**src/verilog/btsd_consts.vh**
```
// Purpose: Constants for the bit test and skip decoder
// Assumes: 16-bit instruction words, 8-bit data memory
// Notes: Phase codes are one-hot
`ifndef BTSD_CONSTS_VH
`define BTSD_CONSTS_VH
`define BTSD_OP_SKIP_SET 4'hA
`define BTSD_OP_SKIP_CLR 4'hB
`define BTSD_OP_MSB 15
`define BTSD_OP_LSB 12
`define BTSD_BIT_MSB 11
`define BTSD_BIT_LSB 9
`define BTSD_ACC_BIT 8
`define BTSD_FILE_MSB 7
`define BTSD_FILE_LSB 0
`define BTSD_IDX_LIMIT 8'h5F
`define BTSD_ACCESS_SPLIT 8'h60
`define BTSD_SKIP_ONE 2'h1
`define BTSD_SKIP_TWO 2'h2
`define BTSD_Q1 4'h1
`define BTSD_Q2 4'h2
`define BTSD_Q3 4'h4
`define BTSD_Q4 4'h8
`endif

```
**src/verilog/btsd_decode.v**
```verilog
// Purpose: Decode and execute the two bit test and skip instructions
// Assumes: One CLK edge per Q phase; fetch logic supplies the next word
// Notes: Writes nothing; a skip turns the following cycle(s) into no-ops
//
// How it works
// - Opcode 1010, bits b, access a, file f; skips when bit is one.
// - Bit set means next instruction not executed; memory never written.
// - Skip discards fetched word and runs one no-op cycle, two for a two-word one.
// - Access bit zero uses access bank, one uses bank select value.
// - Extended set, access zero, f at most 95: indexed literal offset.
// - Q1 decode, Q2 read file, Q3 process, Q4 no operation.
// - Skipping a two-word instruction inserts two full no-op cycles.
// - Skip-if-clear skips on zero and falls through on one.
// - File address spans 0 to 255; bit index is three bits.
`timescale 1ns/100ps
`include "btsd_consts.vh"

module btsd_decode #(
    parameter BANK_W = 4
) (
    input wire CLK,
    input wire RESETN,
    input wire [15:0] INSTR,
    input wire [15:0] NEXT_INSTR,
    input wire EXT_SET_EN,
    input wire [BANK_W-1:0] BANK_SELECT_VALUE,
    input wire [7:0] INDEX_BASE,
    input wire [7:0] FILE_RDATA,
    output reg [BANK_W+7:0] FILE_ADDR,
    output reg FILE_RD,
    output wire FILE_WR,
    output wire STATUS_WR,
    output reg [3:0] PHASE,
    output reg IS_BIT_TEST,
    output reg SKIP_ACTIVE,
    output reg SKIP_DONE,
    output reg [1:0] SKIP_CYCLES_LEFT
);

// --------------------------------------------------
// Field decode
// --------------------------------------------------
wire [3:0] op_code = INSTR[`BTSD_OP_MSB:`BTSD_OP_LSB];
wire [2:0] bit_index = INSTR[`BTSD_BIT_MSB:`BTSD_BIT_LSB];
wire access_sel = INSTR[`BTSD_ACC_BIT];
wire [7:0] file_field = INSTR[`BTSD_FILE_MSB:`BTSD_FILE_LSB];
wire bit_test_skip_if_set = (op_code == `BTSD_OP_SKIP_SET);
wire bit_test_skip_if_clear = (op_code == `BTSD_OP_SKIP_CLR);
wire is_test = bit_test_skip_if_set | bit_test_skip_if_clear;
// Two-word instructions start with 1100, 1110 1011 or 1110 1100/1101/1111
wire next_two_word = (NEXT_INSTR[15:12] == 4'hC) ||
    (NEXT_INSTR[15:8] == 8'hEB) || (NEXT_INSTR[15:8] == 8'hEC) ||
    (NEXT_INSTR[15:8] == 8'hED) || (NEXT_INSTR[15:8] == 8'hEF);

// --------------------------------------------------
// Effective address
// --------------------------------------------------
// Indexed mode adds the file field to the index base, low byte only
wire [7:0] idx_sum = INDEX_BASE + file_field;
wire use_banked = access_sel;
wire use_indexed = ~access_sel & EXT_SET_EN & (file_field <= `BTSD_IDX_LIMIT);
wire access_low = (file_field < `BTSD_ACCESS_SPLIT);
reg [BANK_W+7:0] addr_nxt;

always @* begin
    addr_nxt = {{BANK_W{1'b0}}, file_field};
    if (use_banked) begin
        addr_nxt = {BANK_SELECT_VALUE, file_field};
    end else if (use_indexed) begin
        addr_nxt = {{BANK_W{1'b0}}, idx_sum};
    end else if (access_low) begin
        addr_nxt = {{BANK_W{1'b0}}, file_field};
    end else begin
        // Upper access part, f from 60h to FFh, lives in the last bank
        addr_nxt = {{BANK_W{1'b1}}, file_field};
    end
end

// --------------------------------------------------
// Phase codes and state
// --------------------------------------------------
localparam [3:0] PH_Q1 = `BTSD_Q1;
localparam [3:0] PH_Q2 = `BTSD_Q2;
localparam [3:0] PH_Q3 = `BTSD_Q3;
localparam [3:0] PH_Q4 = `BTSD_Q4;

reg [3:0] phase_nxt;
reg test_r;
reg test_nxt;
reg is_bit_test_nxt;
reg [BANK_W+7:0] file_addr_nxt;
reg file_rd_nxt;
reg skip_pend_r;
reg skip_pend_nxt;
reg [1:0] skip_len_r;
reg [1:0] skip_len_nxt;
reg skip_active_nxt;
reg skip_done_nxt;
reg [1:0] skip_left_nxt;

wire tested_bit = FILE_RDATA[bit_index];
wire take_skip = bit_test_skip_if_set ? tested_bit : ~tested_bit;
wire last_noop = (SKIP_CYCLES_LEFT == `BTSD_SKIP_ONE);

// Memory and status are never written by a bit test
assign FILE_WR = 1'b0;
assign STATUS_WR = 1'b0;

// --------------------------------------------------
// Phase sequencer
// --------------------------------------------------
always @* begin
    phase_nxt = PH_Q1;
    case (PHASE)
        PH_Q1: begin
            phase_nxt = PH_Q2;
        end
        PH_Q2: begin
            phase_nxt = PH_Q3;
        end
        PH_Q3: begin
            phase_nxt = PH_Q4;
        end
        PH_Q4: begin
            phase_nxt = PH_Q1;
        end
        default: begin
            phase_nxt = PH_Q1;
        end
    endcase
end

// --------------------------------------------------
// Decode, read and test
// --------------------------------------------------
always @* begin
    test_nxt = test_r;
    is_bit_test_nxt = IS_BIT_TEST;
    file_addr_nxt = FILE_ADDR;
    file_rd_nxt = 1'b0;
    skip_pend_nxt = skip_pend_r;
    skip_len_nxt = skip_len_r;
    case (PHASE)
        PH_Q1: begin
            if (SKIP_ACTIVE) begin
                // Fetched word is dropped: no decode, no read
                test_nxt = 1'b0;
                is_bit_test_nxt = 1'b0;
            end else begin
                test_nxt = is_test;
                is_bit_test_nxt = is_test;
                file_addr_nxt = addr_nxt;
            end
        end
        PH_Q2: begin
            file_rd_nxt = test_r;
        end
        PH_Q3: begin
            if (test_r) begin
                skip_pend_nxt = take_skip;
                skip_len_nxt = next_two_word ? `BTSD_SKIP_TWO : `BTSD_SKIP_ONE;
            end else begin
                skip_pend_nxt = 1'b0;
            end
        end
        PH_Q4: begin
            // Pending skip is handed to the no-op counter here
            skip_pend_nxt = 1'b0;
        end
        default: begin
            skip_pend_nxt = 1'b0;
        end
    endcase
end

// --------------------------------------------------
// Skip no-op cycle counter
// --------------------------------------------------
always @* begin
    skip_active_nxt = SKIP_ACTIVE;
    skip_done_nxt = 1'b0;
    skip_left_nxt = SKIP_CYCLES_LEFT;
    if (PHASE == PH_Q4) begin
        if (skip_pend_r) begin
            skip_active_nxt = 1'b1;
            skip_left_nxt = skip_len_r;
        end else if (SKIP_ACTIVE) begin
            if (last_noop) begin
                skip_active_nxt = 1'b0;
                skip_done_nxt = 1'b1;
            end
            skip_left_nxt = SKIP_CYCLES_LEFT - `BTSD_SKIP_ONE;
        end
    end
end

// --------------------------------------------------
// State registers
// --------------------------------------------------
always @(posedge CLK or negedge RESETN) begin
    if (!RESETN) begin
        PHASE <= PH_Q1;
        test_r <= 1'b0;
        IS_BIT_TEST <= 1'b0;
        FILE_ADDR <= {(BANK_W+8){1'b0}};
        FILE_RD <= 1'b0;
        skip_pend_r <= 1'b0;
        skip_len_r <= 2'h0;
    end else begin
        PHASE <= phase_nxt;
        test_r <= test_nxt;
        IS_BIT_TEST <= is_bit_test_nxt;
        FILE_ADDR <= file_addr_nxt;
        FILE_RD <= file_rd_nxt;
        skip_pend_r <= skip_pend_nxt;
        skip_len_r <= skip_len_nxt;
    end
end

always @(posedge CLK or negedge RESETN) begin
    if (!RESETN) begin
        SKIP_ACTIVE <= 1'b0;
        SKIP_DONE <= 1'b0;
        SKIP_CYCLES_LEFT <= 2'h0;
    end else begin
        SKIP_ACTIVE <= skip_active_nxt;
        SKIP_DONE <= skip_done_nxt;
        SKIP_CYCLES_LEFT <= skip_left_nxt;
    end
end

endmodule // btsd_decode

```
**config.mk**
```make
export PLATFORM = sky130hd
export DESIGN_NAME = btsd_decode
export DESIGN_NICKNAME = d
export VERILOG_FILES = /design/src/verilog/btsd_decode.v
export VERILOG_INCLUDE_DIRS = /design/src /design/src/verilog
export SDC_FILE = /design/constraint.sdc
export NUM_CORES = 1
export LEC_CHECK = 0
export BUFFER_PORTS_ARGS = -buffer_cell sky130_fd_sc_hd__clkbuf_2
export CAP_MARGIN = 20
export CORE_MARGIN = 2
export CORE_UTILIZATION = 30
export CTS_CLUSTER_SIZE = 25
export DETAILED_ROUTE_END_ITERATION = 6
export GPL_ROUTABILITY_DRIVEN = 0
export PLACE_DENSITY_LB_ADDON = 0.15
export SLEW_MARGIN = 20
export SYNTH_ARGS = -nofsm -noshare
export SYNTH_HDL_FRONTEND = slang
export SYNTH_SLANG_ARGS = --single-unit
```
**constraint.sdc**
```tcl
create_clock -name CLK -period 2.3 [get_ports CLK]
set_input_delay 0.46 -clock CLK [delete_from_list [all_inputs] [get_ports CLK]]
set_output_delay 0.46 -clock CLK [all_outputs]
set_load 0.02 [all_outputs]
```
==> report_table.html, run 1 <==
<table>
<tr><th>Metric</th><th>Value</th></tr>
<tr><th colspan="2">Run status</th></tr>
<tr><td>Status</td><td>finished, final reports clean</td></tr>
<tr><th colspan="2">Timing</th></tr>
<tr><td>Transition time at the pin with the least slew margin</td><td>0.621 ns</td></tr>
<tr><td>Max_slew headroom</td><td>58.6%</td></tr>
<tr><td>Maximum frequency from static timing analysis</td><td>505 MHz</td></tr>
<tr><td>Setup Total Neg Slack</td><td>0 ns</td></tr>
<tr><td>Hold violation count in the final report</td><td>0</td></tr>
<tr><td>Final min period</td><td>1.98 ns</td></tr>
<tr><td>RSZ-0062 raised after global routing</td><td>no</td></tr>
<tr><td>Final period util</td><td>86.1%</td></tr>
<tr><td>Clock Skew</td><td>0.00197 ns</td></tr>
<tr><td>Final Slew Violations</td><td>0</td></tr>
<tr><td>Final setup vio count</td><td>0</td></tr>
<tr><th colspan="2">Setup path</th></tr>
<tr><td>Category of the worst setup path launch point</td><td>flip-flop</td></tr>
<tr><td>Worst path depth</td><td>3</td></tr>
<tr><td>Crit-path leading delay family</td><td>simple AND/OR/NAND/NOR gates</td></tr>
<tr><td>Largest fanout on the critical path</td><td>15</td></tr>
<tr><td>Setup slack of the most critical reg-to-reg path</td><td>0.32 ns</td></tr>
<tr><td>Type of the worst setup path</td><td>reg2reg</td></tr>
<tr><td>Critical path endpoint category</td><td>flip-flop</td></tr>
<tr><td>Worst R2R Start</td><td>PHASE[0]$_DFF_PN1_</td></tr>
<tr><td>Sum of buffers and inverters on the critical path</td><td>0</td></tr>
<tr><td>Max incr delay on CP</td><td>0.58 ns</td></tr>
<tr><td>Critical Path RT</td><td>2.47 ns</td></tr>
<tr><td>Signal arrival time at the worst endpoint</td><td>2.15 ns</td></tr>
<tr><td>Crit path cell chain</td><td>or4b_1, or2_1, o31ai_1</td></tr>
<tr><td>Reg2Reg Depth</td><td>3</td></tr>
<tr><td>End of the worst register-to-register path</td><td>FILE_ADDR[8]$_DFFE_PN0P_</td></tr>
<tr><td>Highest-delay cell along the critical path</td><td>dfstp_2</td></tr>
<tr><th colspan="2">Floorplanning</th></tr>
<tr><td>Die Y</td><td>74.0 um</td></tr>
<tr><td>I/O pins</td><td>79</td></tr>
<tr><td>Site Rows</td><td>25</td></tr>
<tr><td>Die area</td><td>0.00548 mm^2</td></tr>
<tr><td>Starting density of the core</td><td>31.2%</td></tr>
<tr><td>Chip Width</td><td>74.0 um</td></tr>
<tr><td>Placeable core area</td><td>0.00472 mm^2</td></tr>
<tr><th colspan="2">Yosys</th></tr>
<tr><td>Post-Syn Area per Cell</td><td>9.81 um^2</td></tr>
<tr><td>Synth area leader</td><td>dfrtp_1</td></tr>
<tr><td>Number of flops mapped to enable cells by yosys</td><td>0</td></tr>
<tr><td>Syn Inst Count</td><td>150</td></tr>
<tr><td>Warning count from the yosys run</td><td>0</td></tr>
<tr><td>Area share of the leading cell type in the synthesized netlist</td><td>40.8%</td></tr>
<tr><td>Synth unique cells</td><td>42</td></tr>
<tr><td>FFs w/ async S/R, synth</td><td>100%</td></tr>
<tr><td>Most numerous cell in the Yosys netlist</td><td>dfrtp_1</td></tr>
<tr><td>Register area share after synthesis</td><td>42.6%</td></tr>
<tr><td>Top cells by count, synth</td><td>dfrtp_1, nand2_1, a21oi_1</td></tr>
<tr><td>Main synth FF type</td><td>dfrtp_1</td></tr>
<tr><td>Mapped Area</td><td>0.00147 mm^2</td></tr>
<tr><td>Top area cells in the synthesized netlist</td><td>dfrtp_1, ha_1, nand2_1</td></tr>
<tr><td>Synthesis-stage register bit count</td><td>25</td></tr>
<tr><th colspan="2">Route</th></tr>
<tr><td>Remaining number of nets flagged by the antenna check after routing</td><td>0</td></tr>
<tr><td>Vias after detailed routing</td><td>1345</td></tr>
<tr><td>Routed WL per cell</td><td>11.4 um</td></tr>
<tr><td>Final routed wirelength across all metal layers</td><td>3320 um</td></tr>
<tr><td>DR pass1 iterations</td><td>4</td></tr>
<tr><td>DRC violations left</td><td>0</td></tr>
<tr><td>Routed via count divided by cell count</td><td>4.62</td></tr>
<tr><td>DRT iter0 DRCs</td><td>73</td></tr>
<tr><th colspan="2">Cells and area</th></tr>
<tr><td>Number of diodes</td><td>0</td></tr>
<tr><td>Area growth from synthesis to layout</td><td>32.3%</td></tr>
<tr><td>Register area</td><td>627 um^2</td></tr>
<tr><td>Multi-input logic area</td><td>783 um^2</td></tr>
<tr><td>Net count of the finished layout</td><td>289</td></tr>
<tr><td>Fraction of layout instances using a drive strength above 1</td><td>37.5%</td></tr>
<tr><td>Filler Cell Count</td><td>499</td></tr>
<tr><th colspan="2">Power</th></tr>
<tr><td>Overall power</td><td>1.61 mW</td></tr>
<tr><td>Leakage component of the power</td><td>0.969 nW</td></tr>
<tr><td>VDD IR-drop max</td><td>420 uV</td></tr>
<tr><td>PD cells</td><td>827 mW/mm^2</td></tr>
<tr><th colspan="2">Global route</th></tr>
<tr><td>Number of antenna violations at the first check in global routing</td><td>0</td></tr>
<tr><td>Met3 GRT Util</td><td>3.12%</td></tr>
<tr><td>Routing layer with the top usage in global route</td><td>met2</td></tr>
<tr><td>Met2 Use GR</td><td>20.9%</td></tr>
<tr><td>Maximum number of pins on one net before global-route repair</td><td>26</td></tr>
<tr><td>Vias in the first global route</td><td>1251</td></tr>
<tr><td>Leftover overflow at the end of global routing</td><td>0</td></tr>
<tr><td>GR Util All Layers</td><td>12.6%</td></tr>
<tr><td>Wire length of the first global-routing pass</td><td>5460 um</td></tr>
<tr><td>Global-route track usage on met1</td><td>17.5%</td></tr>
<tr><th colspan="2">Clock network</th></tr>
<tr><td>TritonCTS Buffers</td><td>3</td></tr>
<tr><td>Worst skew pair latency</td><td>0.26 ns</td></tr>
<tr><td>Buffer levels on the longest clock path</td><td>2</td></tr>
<tr><td>Post-CTS Hold Fix Bufs</td><td>0</td></tr>
<tr><td>Clock net sink count</td><td>25</td></tr>
<tr><td>Clk Tree Root Cell</td><td>clkbuf_8</td></tr>
<tr><td>CTS H-Tree Depth</td><td>1</td></tr>
<tr><td>Clock-pin transition on the worst setup and hold timing paths</td><td>0.08 ns</td></tr>
<tr><td>CTS tree</td><td>yes</td></tr>
<tr><td>Setup bufs post-CTS</td><td>0</td></tr>
<tr><td>Number of gates resized after cts</td><td>0</td></tr>
<tr><th colspan="2">Flow run</th></tr>
<tr><td>Number of maximum-capacitance constraint violations</td><td>0</td></tr>
<tr><th colspan="2">Placement</th></tr>
<tr><td>Port bufs</td><td>68</td></tr>
<tr><td>Post-detail-place hpwl</td><td>2780 um</td></tr>
<tr><th colspan="2">Hold path</th></tr>
<tr><td>Hold Crit Class</td><td>in2async</td></tr>
</table>
worst reg2reg max path: cells and delay by family, from the launching register on:
family,cells,cell delay [ns]
AOI/OAI and AO/OA,1,0.32
DFF,1,0.58
and+or+nand+nor,2,1.00
layout make-up:
class | instances | share of cell area, %
Timing Repair Buffer | 74 | 19.8
Sequential cell | 25 | 32.2
Inverter | 6 | 1.16
Clock buffer | 4 | 2.31
Tap cell | 67 | 4.31
Multi-Input combinational cell | 115 | 40.2
layout by cell type (no fill, tap or decap), types with 2 or more instances in the layout:
| master | instances |
|---|---|
| o21ai_0 | 7 |
| o21a_1 | 4 |
| and2_1 | 2 |
| a211oi_1 | 3 |
| nor2b_1 | 6 |
| inv_1 | 6 |
| ha_1 | 8 |
| mux4_2 | 2 |
| clkbuf_8 | 3 |
| a21oi_1 | 12 |
| xnor2_1 | 3 |
| a22o_1 | 2 |
| nor3_1 | 3 |
| a21o_1 | 4 |
| nor2_1 | 10 |
| buf_4 | 6 |
| dfrtp_1 | 24 |
| nor4b_1 | 3 |
| o31ai_1 | 5 |
| conb_1 | 2 |
| nand2_1 | 20 |
| clkbuf_2 | 68 |
metal layers:
| layer | vias to the layer above | routed length [um] | share of wire, % |
|---|---|---|---|
| li1 | 687 | - | - |
| met4 | 0 | 0 | 0 |
| met1 | 614 | 1560 | 47 |
| met5 | - | 0 | 0 |
| met2 | 44 | 1550 | 47 |
| met3 | 0 | 209 | 6.3 |
how the worst max path moves through the flow:
stage / startpoint / endpoint
floorplan: INSTR[0] / FILE_ADDR[6]$_DFFE_PN0P_
global placement: INSTR[0] / FILE_ADDR[6]$_DFFE_PN0P_
detailed placement: INSTR[0] / FILE_ADDR[6]$_DFFE_PN0P_
CTS: PHASE[0]$_DFF_PN1_ / FILE_ADDR[8]$_DFFE_PN0P_
global route: INSTR[0] / FILE_ADDR[6]$_DFFE_PN0P_
finish: PHASE[0]$_DFF_PN1_ / FILE_ADDR[8]$_DFFE_PN0P_
power by group:
group          internal (mW)  total (mW)  leakage [nW]  switching [mW]
sequential             0.571       0.666         0.306          0.0954
combinational          0.279       0.693         0.640           0.414
clock                  0.124       0.251        0.0228           0.128
through the flow:
step           utilization (%)  cell area [um^2]  hold slack (ns)  setup slack, ns  cells
2_1_floorplan                -              1480            0.164            0.332    151
3_3_place_gp              40.3              1900            0.465           0.0841    287
3_5_place_dp              40.3              1900            0.470           0.0935    287
4_1_cts                   41.2              1950            0.211            0.297    291
5_1_grt                   41.2              1950            0.233            0.165    291
6_report                  41.2              1950            0.196            0.319    291
registers in the layout (all words and copies together), names as in the netlist:
register          count
FILE_ADDR            12
FILE_RD               1
PHASE                 4
SKIP_ACTIVE           1
SKIP_CYCLES_LEFT      2
SKIP_DONE             1
skip_len_r            2
skip_pend_r           1
test_r                1
cell families (layout without fill, tap and decap cells):
group | after synthesis | in the layout | share of synthesized area (%)
AOI/OAI and AO/OA | 47 | 47 | 21.6
xor gates and xnor gates | 3 | 3 | 1.79
adders and majority gates | 9 | 9 | 8.16
buffers and inverters | 11 | 84 | 4.42
DFF | 25 | 25 | 42.6
muxes | 4 | 4 | 4.51
other | 1 | 2 | 0.255
and+or+nand+nor | 50 | 50 | 16.7
Note: power is estimated with default switching activity, not from simulation.
==> run 2, diff against run 1 <==
==> constraint.sdc (replaced) <==
create_clock -name CLK -period 2.5 [get_ports CLK]
set_input_delay 0.5 -clock CLK [delete_from_list [all_inputs] [get_ports CLK]]
set_output_delay 0.5 -clock CLK [all_outputs]
set_load 0.02 [all_outputs]
==> run 2 against run 1 <==
Compared with the run above:
- clock skew decreased by 0.00060 ns
- highest routed layer unchanged
- setup slack improved by 0.18 ns
- sequential share of layout area increased by 0.25 points
- global-route usage decreased by 0.34 points
- register-to-register slack improved by 0.23 ns
- total power decreased by 8.4%
- sequential power decreased by 8.4%
- clock power decreased by 5%
- clock-buffer cell count unchanged
- flip-flop and latch count unchanged
==> report_table.html, run 2 (synthesis gave the netlist of run 1 again) <==
<table>
<tr><th>Metric</th><th>Value</th></tr>
<tr><th colspan="2">Global route</th></tr>
<tr><td>Leftover overflow at the end of global routing</td><td>0</td></tr>
<tr><td>Vias in the first global route</td><td>1207</td></tr>
<tr><td>Wire length of the first global-routing pass</td><td>5370 um</td></tr>
<tr><td>GR Util All Layers</td><td>12.2%</td></tr>
<tr><td>Maximum number of pins on one net before global-route repair</td><td>26</td></tr>
<tr><td>Number of antenna violations at the first check in global routing</td><td>0</td></tr>
<tr><th colspan="2">Cells and area</th></tr>
<tr><td>Number of diodes</td><td>0</td></tr>
<tr><td>Max FFs per register</td><td>12</td></tr>
<tr><td>Fraction of layout instances using a drive strength above 1</td><td>36.9%</td></tr>
<tr><td>Largest regs</td><td>FILE_ADDR: 12 flops, PHASE: 4 flops</td></tr>
<tr><td>Area growth from synthesis to layout</td><td>31.3%</td></tr>
<tr><td>Layout Utilization</td><td>40.9%</td></tr>
<tr><td>Top library cells by usage in the layout, fill and taps aside</td><td>clkbuf_2, dfrtp_1, nand2_1</td></tr>
<tr><td>Most common cell after layout, fill and taps aside</td><td>clkbuf_2</td></tr>
<tr><td>Net count of the finished layout</td><td>287</td></tr>
<tr><td>Most flop-heavy register</td><td>FILE_ADDR</td></tr>
<tr><th colspan="2">Setup path</th></tr>
<tr><td>Type of the worst setup path</td><td>in2reg</td></tr>
<tr><td>Largest fanout on the critical path</td><td>3</td></tr>
<tr><td>Reg2Reg Depth</td><td>3</td></tr>
<tr><td>End point of the critical path</td><td>FILE_ADDR[6]$_DFFE_PN0P_</td></tr>
<tr><td>End of the worst register-to-register path</td><td>FILE_ADDR[10]$_DFFE_PN0P_</td></tr>
<tr><td>Critical Path RT</td><td>2.71 ns</td></tr>
<tr><td>Setup slack of the most critical reg-to-reg path</td><td>0.55 ns</td></tr>
<tr><td>Category of the worst setup path launch point</td><td>input pin</td></tr>
<tr><td>Critical path endpoint category</td><td>flip-flop</td></tr>
<tr><td>Worst R2R Start</td><td>PHASE[0]$_DFF_PN1_</td></tr>
<tr><td>Signal arrival time at the worst endpoint</td><td>2.21 ns</td></tr>
<tr><td>Worst setup path startpoint</td><td>INSTR[0]</td></tr>
<tr><th colspan="2">Power</th></tr>
<tr><td>Switching power as a share of total power</td><td>40.0%</td></tr>
<tr><td>Clock network fraction of design power</td><td>16.2%</td></tr>
<tr><td>Net switching component of the power</td><td>0.590 mW</td></tr>
<tr><td>Design internal power</td><td>0.885 mW</td></tr>
<tr><td>Leakage component of the power</td><td>0.960 nW</td></tr>
<tr><td>PD cells</td><td>764 mW/mm^2</td></tr>
<tr><td>VDD IR-drop max</td><td>434 uV</td></tr>
<tr><td>Overall power</td><td>1.47 mW</td></tr>
<tr><td>Share of total power in combinational logic</td><td>42.4%</td></tr>
<tr><td>Register share of total power</td><td>41.4%</td></tr>
<tr><th colspan="2">Timing</th></tr>
<tr><td>Clock Skew</td><td>0.00138 ns</td></tr>
<tr><td>Final min period</td><td>2.00 ns</td></tr>
<tr><td>Final Slew Violations</td><td>0</td></tr>
<tr><td>Final setup vio count</td><td>0</td></tr>
<tr><td>Max_slew headroom</td><td>56.8%</td></tr>
<tr><td>Hold violation count in the final report</td><td>0</td></tr>
<tr><td>Setup Total Neg Slack</td><td>0 ns</td></tr>
<tr><td>Worst path setup slack after routing</td><td>0.499 ns</td></tr>
<tr><td>Final-layout worst hold slack</td><td>0.240 ns</td></tr>
<tr><td>Maximum frequency from static timing analysis</td><td>500 MHz</td></tr>
<tr><td>Final period util</td><td>80.1%</td></tr>
<tr><td>Transition time at the pin with the least slew margin</td><td>0.648 ns</td></tr>
<tr><td>RSZ-0062 raised after global routing</td><td>no</td></tr>
<tr><th colspan="2">Clock network</th></tr>
<tr><td>CTS H-Tree Depth</td><td>1</td></tr>
<tr><td>Clock-pin transition on the worst setup and hold timing paths</td><td>0.09 ns</td></tr>
<tr><td>Clk Tree Root Cell</td><td>clkbuf_8</td></tr>
<tr><td>Setup bufs post-CTS</td><td>0</td></tr>
<tr><td>Buffer levels on the longest clock path</td><td>2</td></tr>
<tr><td>Clock net sink count</td><td>25</td></tr>
<tr><td>TritonCTS Buffers</td><td>3</td></tr>
<tr><td>Worst skew pair latency</td><td>0.26 ns</td></tr>
<tr><td>Number of gates resized after cts</td><td>0</td></tr>
<tr><td>CTS tree</td><td>yes</td></tr>
<tr><td>Post-CTS Hold Fix Bufs</td><td>0</td></tr>
<tr><th colspan="2">Route</th></tr>
<tr><td>DR pass1 iterations</td><td>4</td></tr>
<tr><td>Routed WL per cell</td><td>11.6 um</td></tr>
<tr><td>DRT iter0 DRCs</td><td>48</td></tr>
<tr><td>Routed via count divided by cell count</td><td>4.63</td></tr>
<tr><td>DRC violations left</td><td>0</td></tr>
<tr><td>Final routed wirelength across all metal layers</td><td>3350 um</td></tr>
<tr><td>Remaining number of nets flagged by the antenna check after routing</td><td>0</td></tr>
<tr><td>Vias after detailed routing</td><td>1338</td></tr>
<tr><th colspan="2">Placement</th></tr>
<tr><td>Placement-stage worst setup slack</td><td>0.266 ns</td></tr>
<tr><td>Port bufs</td><td>68</td></tr>
<tr><td>Post-detail-place hpwl</td><td>2750 um</td></tr>
<tr><th colspan="2">Hold path</th></tr>
<tr><td>Hold Crit Class</td><td>in2async</td></tr>
<tr><th colspan="2">Floorplanning</th></tr>
<tr><td>Site Rows</td><td>25</td></tr>
<tr><td>Die area</td><td>0.00548 mm^2</td></tr>
<tr><td>Starting density of the core</td><td>31.2%</td></tr>
<tr><td>I/O pins</td><td>79</td></tr>
<tr><td>Die Y</td><td>74.0 um</td></tr>
<tr><td>Chip Width</td><td>74.0 um</td></tr>
<tr><td>Placeable core area</td><td>0.00472 mm^2</td></tr>
<tr><th colspan="2">Run status</th></tr>
<tr><td>Status</td><td>finished, final reports clean</td></tr>
<tr><th colspan="2">Flow run</th></tr>
<tr><td>Number of maximum-capacitance constraint violations</td><td>0</td></tr>
</table>
## run 2: cell types whose count changed in the layout (fill, tap and decap cells not counted)
cell	previous run	this run
buf_4	6	4
## run 2: through the flow
step,std cells,cell area (um^2)
after floorplan,151,1480
after global placement,285,1890
after detailed placement,285,1890
after CTS,289,1930
after global routing,289,1930
final,289,1930
## run 2: critical path, cell delays in order
cell,delay (ns)
clkbuf_2,0.10
ha_1,0.19
inv_1,0.06
fa_1,0.38
nor2b_1,0.20
o31a_1,0.17
o21a_1,0.14
nor3_1,0.05
o311ai_1,0.25
o21a_1,0.16
## run 2: layout make-up
type / instances / area (um^2)
flip-flops and latches: 25 / 627
well taps: 67 / 83.8
inverters: 6 / 22.5
repair buffers: 72 / 370
clock buffers: 4 / 45.0
fillers: 484 / 2790
multi-input cells: 115 / 783
## run 2: power by group through the flow
stage,logic [mW],clock network (mW),registers [mW]
floorplan,0.297,0,0.753
global placement,0.632,0,0.621
detailed placement,0.639,0,0.619
CTS,0.639,0.249,0.612
global route,0.697,0.267,0.623
finish,0.626,0.239,0.610
## run 2: per-layer routing
layer | global-route usage [%] | vias up | part of all wire, %
met5 | 0 | - | 0
li1 | - | 683 | -
met3 | 3.12 | 0 | 6.5
met1 | 17.2 | 609 | 48
met2 | 20.1 | 46 | 46
met4 | 0.606 | 0 | 0
## run 2: worst min path at each step
stage / start / slack (ns) / cells past startpoint / endpoint
finish: RESETN / 0.24 / 1 / FILE_ADDR[0]$_DFFE_PN0P_
global route: RESETN / 0.28 / 1 / FILE_ADDR[1]$_DFFE_PN0P_
CTS: RESETN / 0.26 / 1 / FILE_ADDR[1]$_DFFE_PN0P_
detailed placement: FILE_ADDR[10]$_DFFE_PN0P_ / 0.46 / 2 / FILE_ADDR[10]$_DFFE_PN0P_
global placement: FILE_ADDR[1]$_DFFE_PN0P_ / 0.47 / 2 / FILE_ADDR[1]$_DFFE_PN0P_
floorplan: RESETN / 0.20 / 0 / FILE_ADDR[0]$_DFFE_PN0P_
